==> src/rtl/wwd_pkg.sv <==
// window watchdog and wake handling: shared constants and state types
// assumes a single 25 MHz clock and pins already level-shifted to logic
//
// Notes on behaviour
// - ignition high past filter: local wake, fail-safe
// - local wake: receive low, transmit strong pull-down
// - quiet entry with ignition high needs low rearm
// - fail-safe transmit pin: high remote, low local
// - select high in normal clears both wake flags
// - last wake source kept, shown in fail-safe
// - quiet entry allowed with bus short; end wakes
// - supply undervoltage: reset low, fail-safe, supply on
// - stuck transmit low: sleep only after 20ms
// - resistor shorted, slow triggers: internal oscillator fallback
// - resistor open: internal oscillator, reset by second trigger
// - trigger is falling edge held over 200ns
// - missing trigger resets; sequence restarts with lead
// - watchdog off in silent and sleep
// - lead starts at reset release or wake
// - lead 7895, closed 1053, open 1105 periods
// - power-up reset time, trigger in lead starts closed
// - no trigger in lead: 4ms reset pulse
// - open window trigger restarts; timeout resets
// - trigger in closed window resets at once
// - reset low forces fail-safe mode
// - fail-safe until select high, then normal

package wwd_pkg;

   // ==========================================================
   // clock and pin timing
   localparam int unsigned CLK_PERIOD_NS = 40;
   localparam int unsigned TRIG_MIN_NS = 200;
   // strictly longer than the minimum, so one extra sample
   localparam int unsigned TRIG_MIN_CYC = TRIG_MIN_NS / CLK_PERIOD_NS + 1;
   localparam int unsigned IGN_REARM_US = 250;
   localparam int unsigned IGN_REARM_CYC = IGN_REARM_US * 1000 / CLK_PERIOD_NS + 1;
   localparam int unsigned IGN_FILT_US = 150;
   localparam int unsigned IGN_FILT_CYC = IGN_FILT_US * 1000 / CLK_PERIOD_NS + 1;
   localparam int unsigned T_DOM_MS = 20;
   localparam int unsigned T_DOM_CYC = T_DOM_MS * 1000000 / CLK_PERIOD_NS + 1;
   localparam int unsigned SEL_WIN_NS = 10000;
   localparam int unsigned SEL_WIN_CYC = SEL_WIN_NS / CLK_PERIOD_NS;

   // ==========================================================
   // watchdog timing
   localparam int unsigned T_RES_MS = 4;
   localparam int unsigned T_RES_CYC = T_RES_MS * 1000000 / CLK_PERIOD_NS;
   localparam int unsigned OSC_SLOW_MS = 27;
   localparam int unsigned OSC_SLOW_CYC = OSC_SLOW_MS * 1000000 / CLK_PERIOD_NS + 1;
   localparam int unsigned OSC_PERIOD_NS_DEF = 19600;
   localparam int unsigned INT_OSC_PERIOD_NS_DEF = 19600;
   localparam int unsigned LEAD_PER = 7895;
   localparam int unsigned CLOSED_PER = 1053;
   localparam int unsigned OPEN_PER = 1105;
   localparam int unsigned WIN_CW = 13;

   // ==========================================================
   // states
   typedef enum logic [1:0] {MD_FAILSAFE, MD_NORMAL, MD_SILENT, MD_SLEEP} wwd_mode_t;
   typedef enum logic [2:0] {WD_OFF, WD_RESET, WD_LEAD, WD_CLOSED, WD_OPEN} wwd_wd_t;

endpackage : wwd_pkg

==> src/rtl/wwd_top.sv <==
// window watchdog with mode and wake-source logic
// assumes all pins asynchronous; transceiver reports bus dominance
`timescale 1ns/100ps

module wwd_top
   import wwd_pkg::*;
#(
   parameter int unsigned OSC_PERIOD_NS = OSC_PERIOD_NS_DEF,
   parameter int unsigned INT_OSC_PERIOD_NS = INT_OSC_PERIOD_NS_DEF,
   parameter int unsigned RES_CYC = T_RES_CYC,
   parameter int unsigned SLOW_CYC = OSC_SLOW_CYC,
   parameter int unsigned DOM_CYC = T_DOM_CYC,
   parameter int unsigned REARM_CYC = IGN_REARM_CYC,
   parameter int unsigned IGN_CYC = IGN_FILT_CYC
)
(
   input wire logic clk,
   input wire logic rst_b,
   input wire logic watchdog_trigger_n,
   input wire logic ignition_wake_input,
   input wire logic mode_select,
   input wire logic txd_in,
   input wire logic lin_dominant,
   input wire logic vcc_undervoltage,
   input wire logic osc_pin_short_gnd,
   input wire logic osc_pin_open,
   output logic nres_n,
   output logic rxd_out,
   output logic txd_out,
   output logic txd_oe,
   output logic txd_weak_pu,
   output logic vcc_en,
   output logic wd_active,
   output wwd_mode_t mode
);
   // ==========================================================
   // derived counts
   // lead, closed and open windows scale from the oscillator period; the reset pulse counts clocks
   localparam int unsigned OSC_TICK = OSC_PERIOD_NS / CLK_PERIOD_NS;
   localparam int unsigned INT_TICK = INT_OSC_PERIOD_NS / CLK_PERIOD_NS;
   localparam int unsigned DIV_CW = $clog2((OSC_TICK > INT_TICK ? OSC_TICK : INT_TICK) + 1);
   localparam logic [DIV_CW-1:0] OSC_LAST = DIV_CW'(OSC_TICK - 1);
   localparam logic [DIV_CW-1:0] INT_LAST = DIV_CW'(INT_TICK - 1);
   localparam int unsigned RCW = $clog2(RES_CYC + 1);
   localparam int unsigned WCW = RCW > WIN_CW ? RCW : WIN_CW;
   localparam logic [WCW-1:0] RES_LAST = WCW'(RES_CYC - 1);
   localparam logic [WCW-1:0] LEAD_LAST = WCW'(LEAD_PER - 1);
   localparam logic [WCW-1:0] CLOSED_LAST = WCW'(CLOSED_PER - 1);
   localparam logic [WCW-1:0] OPEN_LAST = WCW'(OPEN_PER - 1);
   localparam int unsigned PCW = $clog2(SLOW_CYC + 1);
   localparam logic [PCW-1:0] SLOW_C = PCW'(SLOW_CYC);
   localparam int unsigned ACW = $clog2(SEL_WIN_CYC + 1);
   localparam logic [ACW-1:0] SEL_C = ACW'(SEL_WIN_CYC);

   // ==========================================================
   // pin conditioning
   logic trig_evt;
   logic ign_s;
   logic ign_hit;
   logic ign_rearm;
   logic txd_s;
   logic txd_dom_held;
   logic [4:0] sync1_ff;
   logic [4:0] sync2_ff;
   logic en_d_ff;
   logic lin_d_ff;

   // low pulses of 200ns or less never reach hit
   wwd_pin_filter #(.ACTIVE(1'b0), .HOLD(TRIG_MIN_CYC)) u_trig
   (
      .clk(clk),
      .rst_b(rst_b),
      .pin(watchdog_trigger_n),
      .level(),
      .held(),
      .hit(trig_evt)
   );

   wwd_pin_filter #(.ACTIVE(1'b1), .HOLD(IGN_CYC)) u_ign_hi
   (
      .clk(clk),
      .rst_b(rst_b),
      .pin(ignition_wake_input),
      .level(ign_s),
      .held(),
      .hit(ign_hit)
   );

   wwd_pin_filter #(.ACTIVE(1'b0), .HOLD(REARM_CYC)) u_ign_lo
   (
      .clk(clk),
      .rst_b(rst_b),
      .pin(ignition_wake_input),
      .level(),
      .held(),
      .hit(ign_rearm)
   );

   wwd_pin_filter #(.ACTIVE(1'b0), .HOLD(DOM_CYC)) u_txd
   (
      .clk(clk),
      .rst_b(rst_b),
      .pin(txd_in),
      .level(txd_s),
      .held(txd_dom_held),
      .hit()
   );

   always_ff @(posedge clk)
   begin
      if (!rst_b)
      begin
         sync1_ff <= 5'h00;
         sync2_ff <= 5'h00;
         en_d_ff <= 1'b0;
         lin_d_ff <= 1'b0;
      end
      else
      begin
         sync1_ff <= {osc_pin_open, osc_pin_short_gnd, vcc_undervoltage,
                      lin_dominant, mode_select};
         sync2_ff <= sync1_ff;
         en_d_ff <= sync2_ff[0];
         lin_d_ff <= sync2_ff[1];
      end
   end

   wire en_s = sync2_ff[0];
   wire lin_s = sync2_ff[1];
   wire uv_s = sync2_ff[2];
   wire osc_sh_s = sync2_ff[3];
   wire osc_op_s = sync2_ff[4];
   wire en_fall = en_d_ff & ~en_s;
   wire lin_end = lin_d_ff & ~lin_s;

   // ==========================================================
   // state
   wwd_mode_t mode_ff;
   wwd_mode_t nxt_mode;
   wwd_wd_t wd_ff;
   wwd_wd_t nxt_wd;
   logic [WCW-1:0] wd_cnt_ff;
   logic [WCW-1:0] nxt_cnt;
   logic [DIV_CW-1:0] div_ff;
   logic [PCW-1:0] per_ff;
   logic [ACW-1:0] txd_age_ff;
   logic slow_ff;
   logic fb_seen_ff;
   logic ign_armed_ff;
   logic wake_req_ff;
   logic src_local_ff;
   logic nres_n_ff;
   logic rxd_ff;
   logic txd_oe_ff;
   logic vcc_en_ff;

   // ==========================================================
   // decode
   wire quiet = (mode_ff == MD_SILENT) || (mode_ff == MD_SLEEP);
   wire nxt_quiet = (nxt_mode == MD_SILENT) || (nxt_mode == MD_SLEEP);
   // supply is off in sleep, so its undervoltage means nothing there
   wire uv_act = uv_s && (mode_ff != MD_SLEEP);
   wire nres_low = (wd_ff == WD_RESET);
   // fallback on open resistor or on short with slow triggers
   wire fb = osc_op_s | (osc_sh_s & slow_ff);
   wire fb_rst = fb && trig_evt && fb_seen_ff;
   wire [DIV_CW-1:0] div_last = fb ? INT_LAST : OSC_LAST;
   wire osc_tick = (div_ff == div_last);
   wire ign_wake = quiet && ign_hit && ign_armed_ff;
   // a bus short keeps the line dominant; its end is a wake
   wire rem_wake = quiet && lin_end;
   wire wake_evt = ign_wake || rem_wake;
   wire wake_clr = (mode_ff == MD_NORMAL) && en_s;
   // stuck low transmit may only reach sleep after the dominant time
   wire sleep_ok = !txd_s && ((txd_age_ff < SEL_C) || txd_dom_held);
   wire fs_now = (mode_ff == MD_FAILSAFE);

   // ==========================================================
   // mode sequencing
   always_comb
   begin
      nxt_mode = mode_ff;
      case (mode_ff)
         MD_FAILSAFE:
         begin
            if (en_s && !nres_low)
               nxt_mode = MD_NORMAL;
         end
         MD_NORMAL:
         begin
            if (nres_low)
               nxt_mode = MD_FAILSAFE;
            else if (en_fall && txd_s)
               nxt_mode = MD_SILENT;
            else if (en_fall && sleep_ok)
               nxt_mode = MD_SLEEP;
         end
         MD_SILENT, MD_SLEEP:
         begin
            if (wake_evt || en_s)
               nxt_mode = MD_FAILSAFE;
         end
         default:
            nxt_mode = MD_FAILSAFE;
      endcase
      if (uv_act)
         nxt_mode = MD_FAILSAFE;
   end

   // ==========================================================
   // watchdog sequence
   always_comb
   begin
      nxt_wd = wd_ff;
      nxt_cnt = wd_cnt_ff;
      case (wd_ff)
         WD_OFF:
         begin
            // lead restarts on a wake or select out of silent or sleep; undervoltage out of silent gives reset
            if (!nxt_quiet)
            begin
               nxt_wd = WD_LEAD;
               nxt_cnt = '0;
            end
         end
         WD_RESET:
         begin
            if (wd_cnt_ff == RES_LAST)
            begin
               nxt_wd = WD_LEAD;
               nxt_cnt = '0;
            end
            else
               nxt_cnt = wd_cnt_ff + 1'b1;
         end
         WD_LEAD:
         begin
            if (trig_evt)
            begin
               nxt_wd = WD_CLOSED;
               nxt_cnt = '0;
            end
            else if (osc_tick && wd_cnt_ff == LEAD_LAST)
            begin
               nxt_wd = WD_RESET;
               nxt_cnt = '0;
            end
            else if (osc_tick)
               nxt_cnt = wd_cnt_ff + 1'b1;
         end
         WD_CLOSED:
         begin
            if (trig_evt)
            begin
               nxt_wd = WD_RESET;
               nxt_cnt = '0;
            end
            else if (osc_tick && wd_cnt_ff == CLOSED_LAST)
            begin
               nxt_wd = WD_OPEN;
               nxt_cnt = '0;
            end
            else if (osc_tick)
               nxt_cnt = wd_cnt_ff + 1'b1;
         end
         WD_OPEN:
         begin
            if (trig_evt)
            begin
               nxt_wd = WD_CLOSED;
               nxt_cnt = '0;
            end
            else if (osc_tick && wd_cnt_ff == OPEN_LAST)
            begin
               nxt_wd = WD_RESET;
               nxt_cnt = '0;
            end
            else if (osc_tick)
               nxt_cnt = wd_cnt_ff + 1'b1;
         end
         default:
         begin
            nxt_wd = WD_RESET;
            nxt_cnt = '0;
         end
      endcase
      if (uv_act || fb_rst)
      begin
         nxt_wd = WD_RESET;
         nxt_cnt = '0;
      end
      if (nxt_quiet)
      begin
         nxt_wd = WD_OFF;
         nxt_cnt = '0;
      end
   end

   // ==========================================================
   // registers
   always_ff @(posedge clk)
   begin
      if (!rst_b)
      begin
         mode_ff <= MD_FAILSAFE;
         wd_ff <= WD_RESET;
         wd_cnt_ff <= '0;
         div_ff <= '0;
         per_ff <= '0;
         txd_age_ff <= '0;
         slow_ff <= 1'b0;
         fb_seen_ff <= 1'b0;
         ign_armed_ff <= 1'b1;
         wake_req_ff <= 1'b0;
         src_local_ff <= 1'b0;
      end
      else
      begin
         mode_ff <= nxt_mode;
         wd_ff <= nxt_wd;
         wd_cnt_ff <= nxt_cnt;
         div_ff <= osc_tick ? '0 : div_ff + 1'b1;
         per_ff <= trig_evt ? '0 : (per_ff == SLOW_C) ? per_ff : per_ff + 1'b1;
         txd_age_ff <= txd_s ? '0 : (txd_age_ff == SEL_C) ? txd_age_ff : txd_age_ff + 1'b1;
         // slow trigger period only matters while the resistor is shorted
         if (!osc_sh_s)
            slow_ff <= 1'b0;
         else if (trig_evt)
            slow_ff <= (per_ff == SLOW_C);
         fb_seen_ff <= fb && !fb_rst && (fb_seen_ff || trig_evt);
         if (ign_rearm)
            ign_armed_ff <= 1'b1;
         else if (nxt_quiet && !quiet && ign_s)
            ign_armed_ff <= 1'b0;
         // a wake in the clearing cycle is kept
         wake_req_ff <= wake_evt || (wake_req_ff && !wake_clr);
         if (ign_wake)
            src_local_ff <= 1'b1;
         else if (rem_wake || wake_clr)
            src_local_ff <= 1'b0;
      end
   end

   // ==========================================================
   // pin drivers
   always_ff @(posedge clk)
   begin
      if (!rst_b)
      begin
         nres_n_ff <= 1'b0;
         rxd_ff <= 1'b1;
         txd_oe_ff <= 1'b0;
         vcc_en_ff <= 1'b1;
      end
      else
      begin
         nres_n_ff <= !nres_low && (mode_ff != MD_SLEEP);
         case (mode_ff)
            MD_NORMAL: rxd_ff <= !lin_s;
            MD_SILENT: rxd_ff <= 1'b1;
            MD_SLEEP: rxd_ff <= 1'b0;
            default: rxd_ff <= !wake_req_ff;
         endcase
         txd_oe_ff <= fs_now && src_local_ff;
         vcc_en_ff <= (nxt_mode != MD_SLEEP);
      end
   end

   assign nres_n = nres_n_ff;
   assign rxd_out = rxd_ff;
   // open-drain style: only ever pulls low
   assign txd_out = 1'b0;
   assign txd_oe = txd_oe_ff;
   assign txd_weak_pu = !txd_oe_ff;
   assign vcc_en = vcc_en_ff;
   assign wd_active = (wd_ff != WD_OFF);
   assign mode = mode_ff;
endmodule : wwd_top

==> src/rtl/wwd_pin_filter.sv <==
// pin synchroniser with a hold qualifier
// assumes pin is asynchronous to clk; hit fires once per held level
`timescale 1ns/100ps

module wwd_pin_filter
#(
   parameter logic ACTIVE = 1'b1,
   parameter int unsigned HOLD = 1
)
(
   input wire logic clk,
   input wire logic rst_b,
   input wire logic pin,
   output logic level,
   output logic held,
   output logic hit
);
   localparam int unsigned CW = $clog2(HOLD + 1);
   localparam logic [CW-1:0] HOLD_C = CW'(HOLD);
   localparam logic [CW-1:0] HOLD_M1 = CW'(HOLD - 1);

   logic sync1_ff;
   logic sync2_ff;
   logic [CW-1:0] cnt_ff;
   logic hit_ff;
   logic [CW-1:0] nxt_cnt;
   wire is_act = (sync2_ff == ACTIVE);

   assign nxt_cnt = !is_act ? '0 : (cnt_ff == HOLD_C) ? cnt_ff : cnt_ff + 1'b1;

   // reset to the idle level so no false qualify after reset
   always_ff @(posedge clk)
   begin
      if (!rst_b)
      begin
         sync1_ff <= ~ACTIVE;
         sync2_ff <= ~ACTIVE;
         cnt_ff <= '0;
         hit_ff <= 1'b0;
      end
      else
      begin
         sync1_ff <= pin;
         sync2_ff <= sync1_ff;
         cnt_ff <= nxt_cnt;
         hit_ff <= is_act && (cnt_ff == HOLD_M1);
      end
   end

   assign level = sync2_ff;
   assign held = (cnt_ff == HOLD_C);
   assign hit = hit_ff;

endmodule : wwd_pin_filter

==> config.mk <==
export PLATFORM = sky130hd
export DESIGN_NAME = wwd_top
export DESIGN_NICKNAME = d
export VERILOG_FILES = /design/src/rtl/wwd_pkg.sv /design/src/rtl/wwd_top.sv /design/src/rtl/wwd_pin_filter.sv
export SDC_FILE = /design/constraint.sdc
export NUM_CORES = 1
export LEC_CHECK = 0
export BUFFER_PORTS_ARGS = -buffer_cell sky130_fd_sc_hd__buf_2
export CAP_MARGIN = 40
export CORE_MARGIN = 1
export CORE_UTILIZATION = 55
export DETAILED_ROUTE_END_ITERATION = 8
export PLACE_DENSITY = 0.72
export SLEW_MARGIN = 40
export SYNTH_ARGS = -nofsm -noshare
export SYNTH_HDL_FRONTEND = slang
export SYNTH_SLANG_ARGS = --single-unit
==> constraint.sdc <==
create_clock -name clk -period 5.4 [get_ports clk]
set_input_delay 0.54 -clock clk [delete_from_list [all_inputs] [get_ports clk]]
set_output_delay 0.54 -clock clk [all_outputs]
set_load 0.05 [all_outputs]
* Word-level counts from Yosys, hierarchy flattened
Cells that the tools add are included.
** Operators by class
- Equal/unequal tests :: 33
- Reductions and logical operators :: 57
- Bitwise gates (word level) :: 9
- $add $sub $neg :: 8
- Mux-type cells :: 29
- $lt $le $gt $ge :: 1
** Operator list (count)
- 2-to-1 mux 17 bit :: 8
- case mux 17 bit (4 select lines) :: 1
- == test 17 x 11 -> 1 bit, second input constant :: 2
- == test 13 bit, second input constant :: 2
- == test 12 bit, second input constant :: 2
- logical AND 1 bit :: 24
- 2-to-1 mux 3 bit :: 7
- adder 20 x 1 -> 20 bit, second input constant :: 1
- == test 20 bit, second input constant :: 1
- adder 19 x 1 -> 19 bit, second input constant :: 1
- == test 19 bit, second input constant :: 1
- adder 17 x 1 -> 17 bit, second input constant :: 1
- == test 17 x 13 -> 1 bit, second input constant :: 1
- == test 17 bit, second input constant :: 1
- != test 5 x 4 -> 1 bit, second input constant :: 3
- case mux 3 bit (5 select lines) :: 1
- OR reduction 2 bit :: 7
- adder 13 x 1 -> 13 bit, second input constant :: 1
- adder 12 x 1 -> 12 bit, second input constant :: 1
- 2-to-1 mux 2 bit :: 6
- adder 9 x 1 -> 9 bit, second input constant :: 1
- == test 3 bit, second input constant :: 3
- == test 9 bit, second input constant :: 1
- logical OR 1 bit :: 9
- 26 further kinds :: 51
** Word-level totals
- Register bits after elaboration :: 138
- Word-level logic and storage cells :: 172
- Input bits :: 10
- Output and inout port bits :: 9

* Depth between registers and ports, before layout
Gate-level depths: netlist (run 1).
- Depth in word-level cells :: 13
- Mapped depth :: 9
- Depth with buffers taken out :: 8

* Hierarchy
Synthesis (run 1) repeated with hierarchy kept, for this count alone.
** Second synthesis, totals
- Cell total of the unflattened synthesis :: 742
- Area total of the unflattened synthesis :: 6561.3 sq um
** By module, submodules not included
- wwd_top :: cells an instance 435, seq. area each 1601.5 sq um, area an instance 3744.8 sq um, instances 1
- wwd_pin_filter (u_txd) :: cells an instance 120, seq. area each 440.4 sq um, area an instance 1094.8 sq um, instances 1
- wwd_pin_filter (u_ign_lo) :: cells an instance 85, seq. area each 320.3 sq um, area an instance 769.5 sq um, instances 1
- wwd_pin_filter (u_ign_hi) :: cells an instance 77, seq. area each 300.3 sq um, area an instance 690.7 sq um, instances 1
- wwd_pin_filter (u_trig) :: cells an instance 25, seq. area each 120.1 sq um, area an instance 261.5 sq um, instances 1

* Worst setup path after synthesis (run 1)
OpenSTA, ideal clock, no wires.
- Path type :: register to register
- Start point :: register wd_cnt_ff[0]
- End point :: register wd_cnt_ff[13]
- Setup slack :: 3036 ps
- Library setup time :: 125 ps
- Data arrival time :: 2239 ps
- Stages on the path, launching flop included :: 10
- Clock period less this slack :: 2364 ps
- Buffers on the path :: 1
- Required time :: 5275 ps
- Cell sequence :: dfxtp_1 -> inv_1 -> ha_1 -> or3b_2 -> nor4_2 -> a311oi_1 -> or3_4 -> o211ai_4 -> buf_6 -> a21oi_1
** On the way
- Cells in the longest elaborated chain, start to end :: 5
- Elaborated cells on any way between the ends :: 17
- Those cells by class :: add/sub: 1; eq/ne: 4; mux: 9; reduce/logical: 3
** Ends and longest elaborated chain
- start: declaration :: line wwd_top.sv:142 : logic [WCW-1:0] wd_cnt_ff;
- start signal: assignment :: line wwd_top.sv:321 : wd_cnt_ff <= nxt_cnt;
- adder 17 x 1 -> 17 bit, or another cell as far along
- 2-to-1 mux 17 bit, or another cell as far along :: line wwd_top.sv:248, wwd_top.sv:263, wwd_top.sv:278
- 2-to-1 mux 17 bit (on tied branches) :: line wwd_top.sv:273, wwd_top.sv:243, wwd_top.sv:258
- 2-to-1 mux 17 bit (on tied branches) :: line wwd_top.sv:268, wwd_top.sv:238, wwd_top.sv:253
- case mux 17 bit (4 select lines) * :: line wwd_top.sv:216 : case (wd_ff)
Mark *: on every way between the ends. The rest lies on a longest branch, timed or not.
A chain may end at the register's enable or synchronous reset.

* Worst setup path in the final report (run 1)
- Start point :: register wd_cnt_ff[0]
- End point :: register wd_cnt_ff[1]
Same word-level chain as after synthesis.

==> results_dict.tcl, run 1 <==
set metrics [dict create \
    drt_first_iter_violations 295 \
    rrSetupSlack_ns 2.61 \
    grt_pass1_vias 4543 \
    synthCells 700 \
    reg2reg_depth 8 \
    syn_to_final_growth_pct 13.1 \
    peakVddDrop_mv 0.295 \
    grt_max_degree 38 \
    cp_num_buf_inv 1 \
    outcome "complete, no violations" \
    insertion_delay_ns 0.53 \
    grt_pass1_wl_um 20200 \
    drv_cap 0 \
    dpl_cell_area_um2 6300 \
    die_area_um2 11600 \
    clk_pin_slew_ns 0.06 \
    fin_skew_ns 0.00762 \
    fill_cells 927 \
    core_area_um2 10800 \
    setup_tns_ns 0 \
    end_kind "flop" \
    synth_enable_flop_cells 0 \
    cp-start-kind "flop" \
    cts_tree "built" \
    crit_chain "inv_1 -> ha_1 -> or3b_2 -> nor4_2 -> a311oi_1 -> or3_4 -> o211ai_4 -> o32ai_1" \
    async_flop_share_pct 0 \
    power.leakage_uw 0.00239 \
    cp.depth 8 \
    hold_depth 2 \
    cts_buffers 17 \
    ctsRootBufferMaster "clkbuf_8" \
    grt_overflow 0 \
    ctsHoldBuffers 0 \
    power_frac_seq_pct 45.6 \
    place_inst 837 \
    p_comb_share_pct 2.1 \
    slowest_stage "o211ai_4" \
    cp.required_ns 5.79 \
    htree_levels 4 \
    layout.cells.non_filler 869 \
    avgSynthCellArea_um2 8.75 \
    synth.yosys.seq_area_share_pct 45.1 \
    slowest_delay_ns 0.49 \
    synth_cell_types 66 \
    num_antenna_cells 0 \
    p_switching_uw 464 \
    viasPerCell 5.54 \
    cp.arrival_ns 3.18 \
    design_area_um2 6930 \
    p_int_uw 1820 \
    rows 38 \
    period_minus_slack_ns 2.79 \
    fin_nets 744 \
    cts.path.max_buffers 2 \
    path_delay_family "simple AND/OR/NAND/NOR gates" \
    finalWeightedCongestion 0.787 \
    finalCritPeriodShare_pct 51.6 \
    drc 0 \
    dp_hpwl_um 7970 \
    synth_fp_nets 728 \
    fmax_mhz 359 \
    cts-resized-gates 0 \
    slew_viol_final 0 \
    p_per_area_nw_per_um2 330 \
    final_util_pct 63.9 \
    hold_violations 0 \
    synthFlopType "dfxtp_1" \
    synth_area_um2 6130 \
    pin_count 19 \
    drtAntennaViolNets 0 \
    die_w_um 108 \
    sw_frac_of_total_pct 20.3 \
    min_path_type "in -> reg" \
    cts_setup_buffers 0 \
    path_class "reg -> reg" \
    fp.dieH_um 108 \
    drive_gt1_share_pct 10.2 \
    hold_ws_ns 0.191 \
    initial_core_util_pct 56.5 \
    dr.pass1.iters 5 \
    antenna_found_initial 0 \
    io_buffer_count 17 \
    grt_usage_pct 22.3 \
    power_frac_clock_pct 52.3 \
    ys_ff_latch 138 \
    worst_slew_pin_slew_ns 0.713 \
    cts.sinks 138 \
    finalSetupViolCount 0 \
    wire_per_inst_um 13.7 \
    crit_fanout 17 \
    vias 4817 \
    slew_headroom_pct 52.4 \
    wl_um 11900 \
    rsz0062_at_grt "false" \
    ys_warn_count 0 \
]
## metrics by stage
| stage | total power [uW] | worst slack [ns] |
|---|---|---|
| 2_1_floorplan | 1100 | 3.04 |
| 3_3_place_gp | 1110 | 2.63 |
| 3_5_place_dp | 1110 | 2.59 |
| 4_1_cts | 2310 | 2.56 |
| 5_1_grt | 2370 | 2.47 |
| 6_report | 2290 | 2.61 |
## state kept, by name, summed over array words and instances (netlist names), 2 cells and up
signal / cells
sync1_ff: 5
div_ff: 9
u_ign_lo.cnt_ff: 13
sync2_ff: 5
per_ff: 20
wd_cnt_ff: 17
u_trig.cnt_ff: 3
wd_ff: 3
u_txd.cnt_ff: 19
mode: 2
txd_age_ff: 8
u_ign_hi.cnt_ff: 12
## cells by family (layout without fill, tap and decap cells)
family	Yosys count	after routing	share of synthesized area, %
AND/OR/NAND/NOR	341	341	29.5
flip-flops	138	138	45.1
AO/OA/AOI/OAI	97	97	9.70
XOR/XNOR	61	61	8.72
buffers and inverters	41	70	2.70
adder cells (fa/ha/maj)	18	18	3.68
multiplexers	3	3	0.531
other	1	1	0.0612
## Yosys cell counts (14+ instances only)
| cell | instances | area, um^2 |
|---|---|---|
| a21oi_1 | 32 | 160 |
| and2_1 | 17 | 106 |
| clkbuf_1 | 16 | 60.1 |
| dfxtp_1 | 138 | 2760 |
| ha_1 | 18 | 225 |
| inv_1 | 21 | 78.8 |
| nand2_1 | 53 | 199 |
| nand2b_1 | 14 | 87.6 |
| nand3_1 | 45 | 225 |
| nand4_1 | 17 | 106 |
| nor2_1 | 97 | 364 |
| o21ai_0 | 32 | 160 |
| or3_1 | 25 | 156 |
| xnor2_1 | 19 | 166 |
| xor2_1 | 42 | 368 |
## worst paths after layout
path | from | to
setup / recovery | wd_cnt_ff[0] | wd_cnt_ff[1]
setup reg to reg | wd_cnt_ff[0] | wd_cnt_ff[1]
hold / removal | watchdog_trigger_n | u_trig.sync1_ff
hold reg to reg | u_ign_lo.sync1_ff | u_ign_lo.level
## area by class of cell
type                       count  area [um^2]  share of cell area, %
clock buffer                  20          445                   6.43
clock inverter                12          171                   2.47
inverter                      21         78.8                   1.14
multi-input combinational    521         3210                   46.4
sequential                   138         2760                   39.9
tap                          140          175                   2.53
timing repair buffer          17         85.1                   1.23
## routing by layer
metal	GRT usage, %	wire length, um	up-vias
li1	-	-	2466
met1	26.2	5560	2272
met2	37.8	5810	67
met5	0	0	-
met4	8.90	158	0
met3	6.66	334	12
## cell usage in the layout, fill, tap and decap left out, drive strengths merged, types with 6 or more instances in the layout
cell and n:
a211oi 6, a21oi 32, and2 17, and3 13, buf 17, clkbuf 20, dfxtp 138, ha 18
inv 21, nand2 53, nand2b 14, nand3 45, nand4 17, nor2 98, nor2b 7, nor3 11
nor4 7, o21ai 33, or3 27, xnor2 19, xor2 42
## power by group through the flow
stage / combinational [uW] / sequential [uW] / clock, uW
2_1_floorplan: 38.9 / 1060 / 0
3_5_place_dp: 48.2 / 1070 / 0
5_1_grt: 54.6 / 1040 / 1270
3_3_place_gp: 46.2 / 1060 / 0
4_1_cts: 48.6 / 1040 / 1220
6_report: 47.8 / 1040 / 1200
Power figures use the tool's default switching activity.
==> inputs of run 2 (changes only) <==
- ABC_AREA: unset -> 1
- PLACE_DENSITY: 0.72 -> 0.75
- clock period: 5.4 -> 2.3 ns (I/O delays scaled with it)
==> run 2 against run 1 <==
Sequential share of layout area fell by 3.4 points; critical path type unchanged; via count increased by 22%; power grew 140%; the flow now finishes with violations (DRC); largest cell class unchanged; synthesized cell count is 33% higher; core utilization rose by 1.3 points; worst setup slack worse by 2.2 ns; sequential cell count stayed put; fmax grew 45%.
==> results_dict.tcl, run 2 <==
set metrics [dict create \
    min_from "txd_in" \
    rsz0062_at_grt "false" \
    timing.rr.end "wd_cnt_ff[11]" \
    failed_checks "DRC" \
    cts_buffers 17 \
    power.leakage_uw 0.00302 \
    async_flop_share_pct 0 \
    sw_frac_of_total_pct 22.1 \
    fin_skew_ns 0.00680 \
    cp-start-kind "flop" \
    synth_fp_nets 957 \
    io_buffer_count 17 \
    yosysTopAreaCell "dfxtp_1" \
    cts_setup_buffers 0 \
    largest_reg_flops 20 \
    ctsRootBufferMaster "clkbuf_16" \
    yosysMostFrequentCell "nand2_1" \
    grt_overflow 0 \
    grt_pass1_wl_um 23300 \
    dr.pass1.iters 7 \
    die_w_um 112 \
    slew_headroom_pct 57.9 \
    grt_usage_pct 22.7 \
    finalWeightedCongestion 0.895 \
    largest_register "per_ff" \
    design_area_um2 7580 \
    synthCells 929 \
    peakVddDrop_mv 0.603 \
    cp.arrival_ns 2.21 \
    num_antenna_cells 0 \
    path_class "reg -> reg" \
    fp.dieH_um 112 \
    clk_pin_slew_ns 0.06 \
    rrSetupSlack_ns 0.39 \
    fin_nets 987 \
    cts-resized-gates 0 \
    worst_slew_pin_slew_ns 0.626 \
    htree_levels 4 \
    ys_warn_count 0 \
    end_kind "flop" \
    synth_area_um2 6690 \
    rows 39 \
    layout_commonest_cell "nand2_1" \
    finalSetupViolCount 0 \
    reg2reg_depth 13 \
    drt_first_iter_violations 460 \
    syn_to_final_growth_pct 13.3 \
    hold_depth 2 \
    slew_viol_final 0 \
    fill_cells 1029 \
    antenna_found_initial 0 \
    place_inst 1079 \
    ys_ff_latch 138 \
    pin_count 19 \
    min_path_type "in -> reg" \
    wl_um 13500 \
    reg.largest.list "per_ff x20, u_txd.cnt_ff x19, wd_cnt_ff x17" \
    p_switching_uw 1210 \
    drv_cap 0 \
    synthTopCellsByArea "dfxtp_1, nand2_1, inv_1, nor2_1, a21oi_1" \
    cts.sinks 138 \
    layout.cells.non_filler 1115 \
    vias 5872 \
    synth_cell_types 46 \
    avgSynthCellArea_um2 7.20 \
    cp.required_ns 2.60 \
    layout_common_cells "nand2_1, dfxtp_1, inv_1" \
    synth.yosys.seq_area_share_pct 41.3 \
    hold_ws_ns 0.00961 \
    period_minus_slack_ns 1.91 \
    initial_core_util_pct 57.6 \
    fmax_mhz 522 \
    viasPerCell 5.27 \
    finalPower_uw 5480 \
    outcome "finished with violations" \
    crit_fanout 18 \
    wire_per_inst_um 12.1 \
    power_frac_seq_pct 44.6 \
    yosys.area.top_type_share_pct 41.3 \
    setup_tns_ns 0 \
    p_per_area_nw_per_um2 723 \
    cts_tree "built" \
    p_int_uw 4260 \
    drc 2 \
    p_comb_share_pct 2.4 \
    dp_hpwl_um 9160 \
    core_area_um2 11600 \
    grt_pass1_vias 5226 \
    seq_area_um2 2760 \
    cts.path.max_buffers 2 \
    min_to "u_txd.sync1_ff" \
    synthFlopType "dfxtp_1" \
    drtAntennaViolNets 0 \
    synth_commonest_cells "nand2_1, dfxtp_1, inv_1" \
    power_frac_clock_pct 53.0 \
    synth_enable_flop_cells 0 \
    hold_violations 0 \
    drive_gt1_share_pct 10.6 \
    dpl_cell_area_um2 6910 \
    finalCritPeriodShare_pct 83.2 \
    die_area_um2 12600 \
    insertion_delay_ns 0.42 \
    r2r_start "wd_cnt_ff[0]" \
    multiInputGateArea_um2 3310 \
    grt_max_degree 25 \
]
run 2: worst max path at each step:
stage | startpoint | to | slack, ns | cells after the start
after floorplan | mode[1] | wd_ff[1] | 0.63 | 6
after global placement | wd_cnt_ff[0] | wd_cnt_ff[12] | 0.47 | 13
after detailed placement | wd_cnt_ff[0] | wd_cnt_ff[11] | 0.39 | 13
after CTS | wd_cnt_ff[0] | wd_cnt_ff[11] | 0.38 | 13
after global routing | wd_cnt_ff[0] | wd_cnt_ff[11] | 0.19 | 13
final | wd_cnt_ff[0] | wd_cnt_ff[11] | 0.39 | 13
run 2: metal layers:
layer	up-vias	wire length (um)	GRT usage (%)
met5	-	0	0
met1	2644	6660	29.8
li1	3088	-	-
met4	0	164	7.64
met2	123	6120	36.4
met3	17	579	5.72
run 2: worst max-delay path, stage by stage, from the launching register on:
cell     delay, ns
dfxtp_1       0.33
inv_1         0.14
ha_1          0.17
inv_1         0.04
nor2_1        0.10
nand3_2       0.09
nor2_2        0.13
nand3_1       0.09
nand2_2       0.14
nand3_4       0.24
o21ai_0       0.15
nand2_1       0.07
nand2_1       0.05
nor2_1        0.03
run 2: area by class of cell:
cell class,count,area share [%]
multi-input cells,635,43.7
flip-flops and latches,138,36.5
inverters,140,6.94
clock buffers,19,5.98
well taps,143,2.36
clock inverters,13,2.33
repair buffers,27,2.25
run 2: power groups by stage:
stage	Clock [uW]	Combinational (uW)	Sequential (uW)
after global routing	3050	152	2450
after floorplan	0	98.8	2490
after global placement	0	123	2500
final	2900	132	2440
after CTS	2940	133	2440
after detailed placement	0	125	2500
run 2: through the flow:
stage | utilization, % | setup slack [ns]
2_1_floorplan | - | 0.629
3_3_place_gp | 59.5 | 0.466
3_5_place_dp | 59.5 | 0.385
4_1_cts | 65.2 | 0.384
5_1_grt | 65.2 | 0.195
6_report | 65.2 | 0.386
run 2: timing repair:
| action | 4_1_cts | 5_1_grt |
|---|---|---|
| setup endpoints to repair | 0 | 0 |
| endpoints found under the hold margin | 4 | 0 |
| hold buffers | 4 | 0 |
run 2: cell families (layout without fill, tap and decap cells):
logic type / after synthesis / after routing / share of synthesized area, %
flops: 138 / 138 / 41.3
xor+xnor: 19 / 19 / 2.49
compound gates: 146 / 146 / 12.3
fa+ha+maj: 18 / 18 / 3.37
buf+inv: 156 / 199 / 9.19
other cells: 1 / 1 / 0.0561
simple gates: 451 / 451 / 31.3
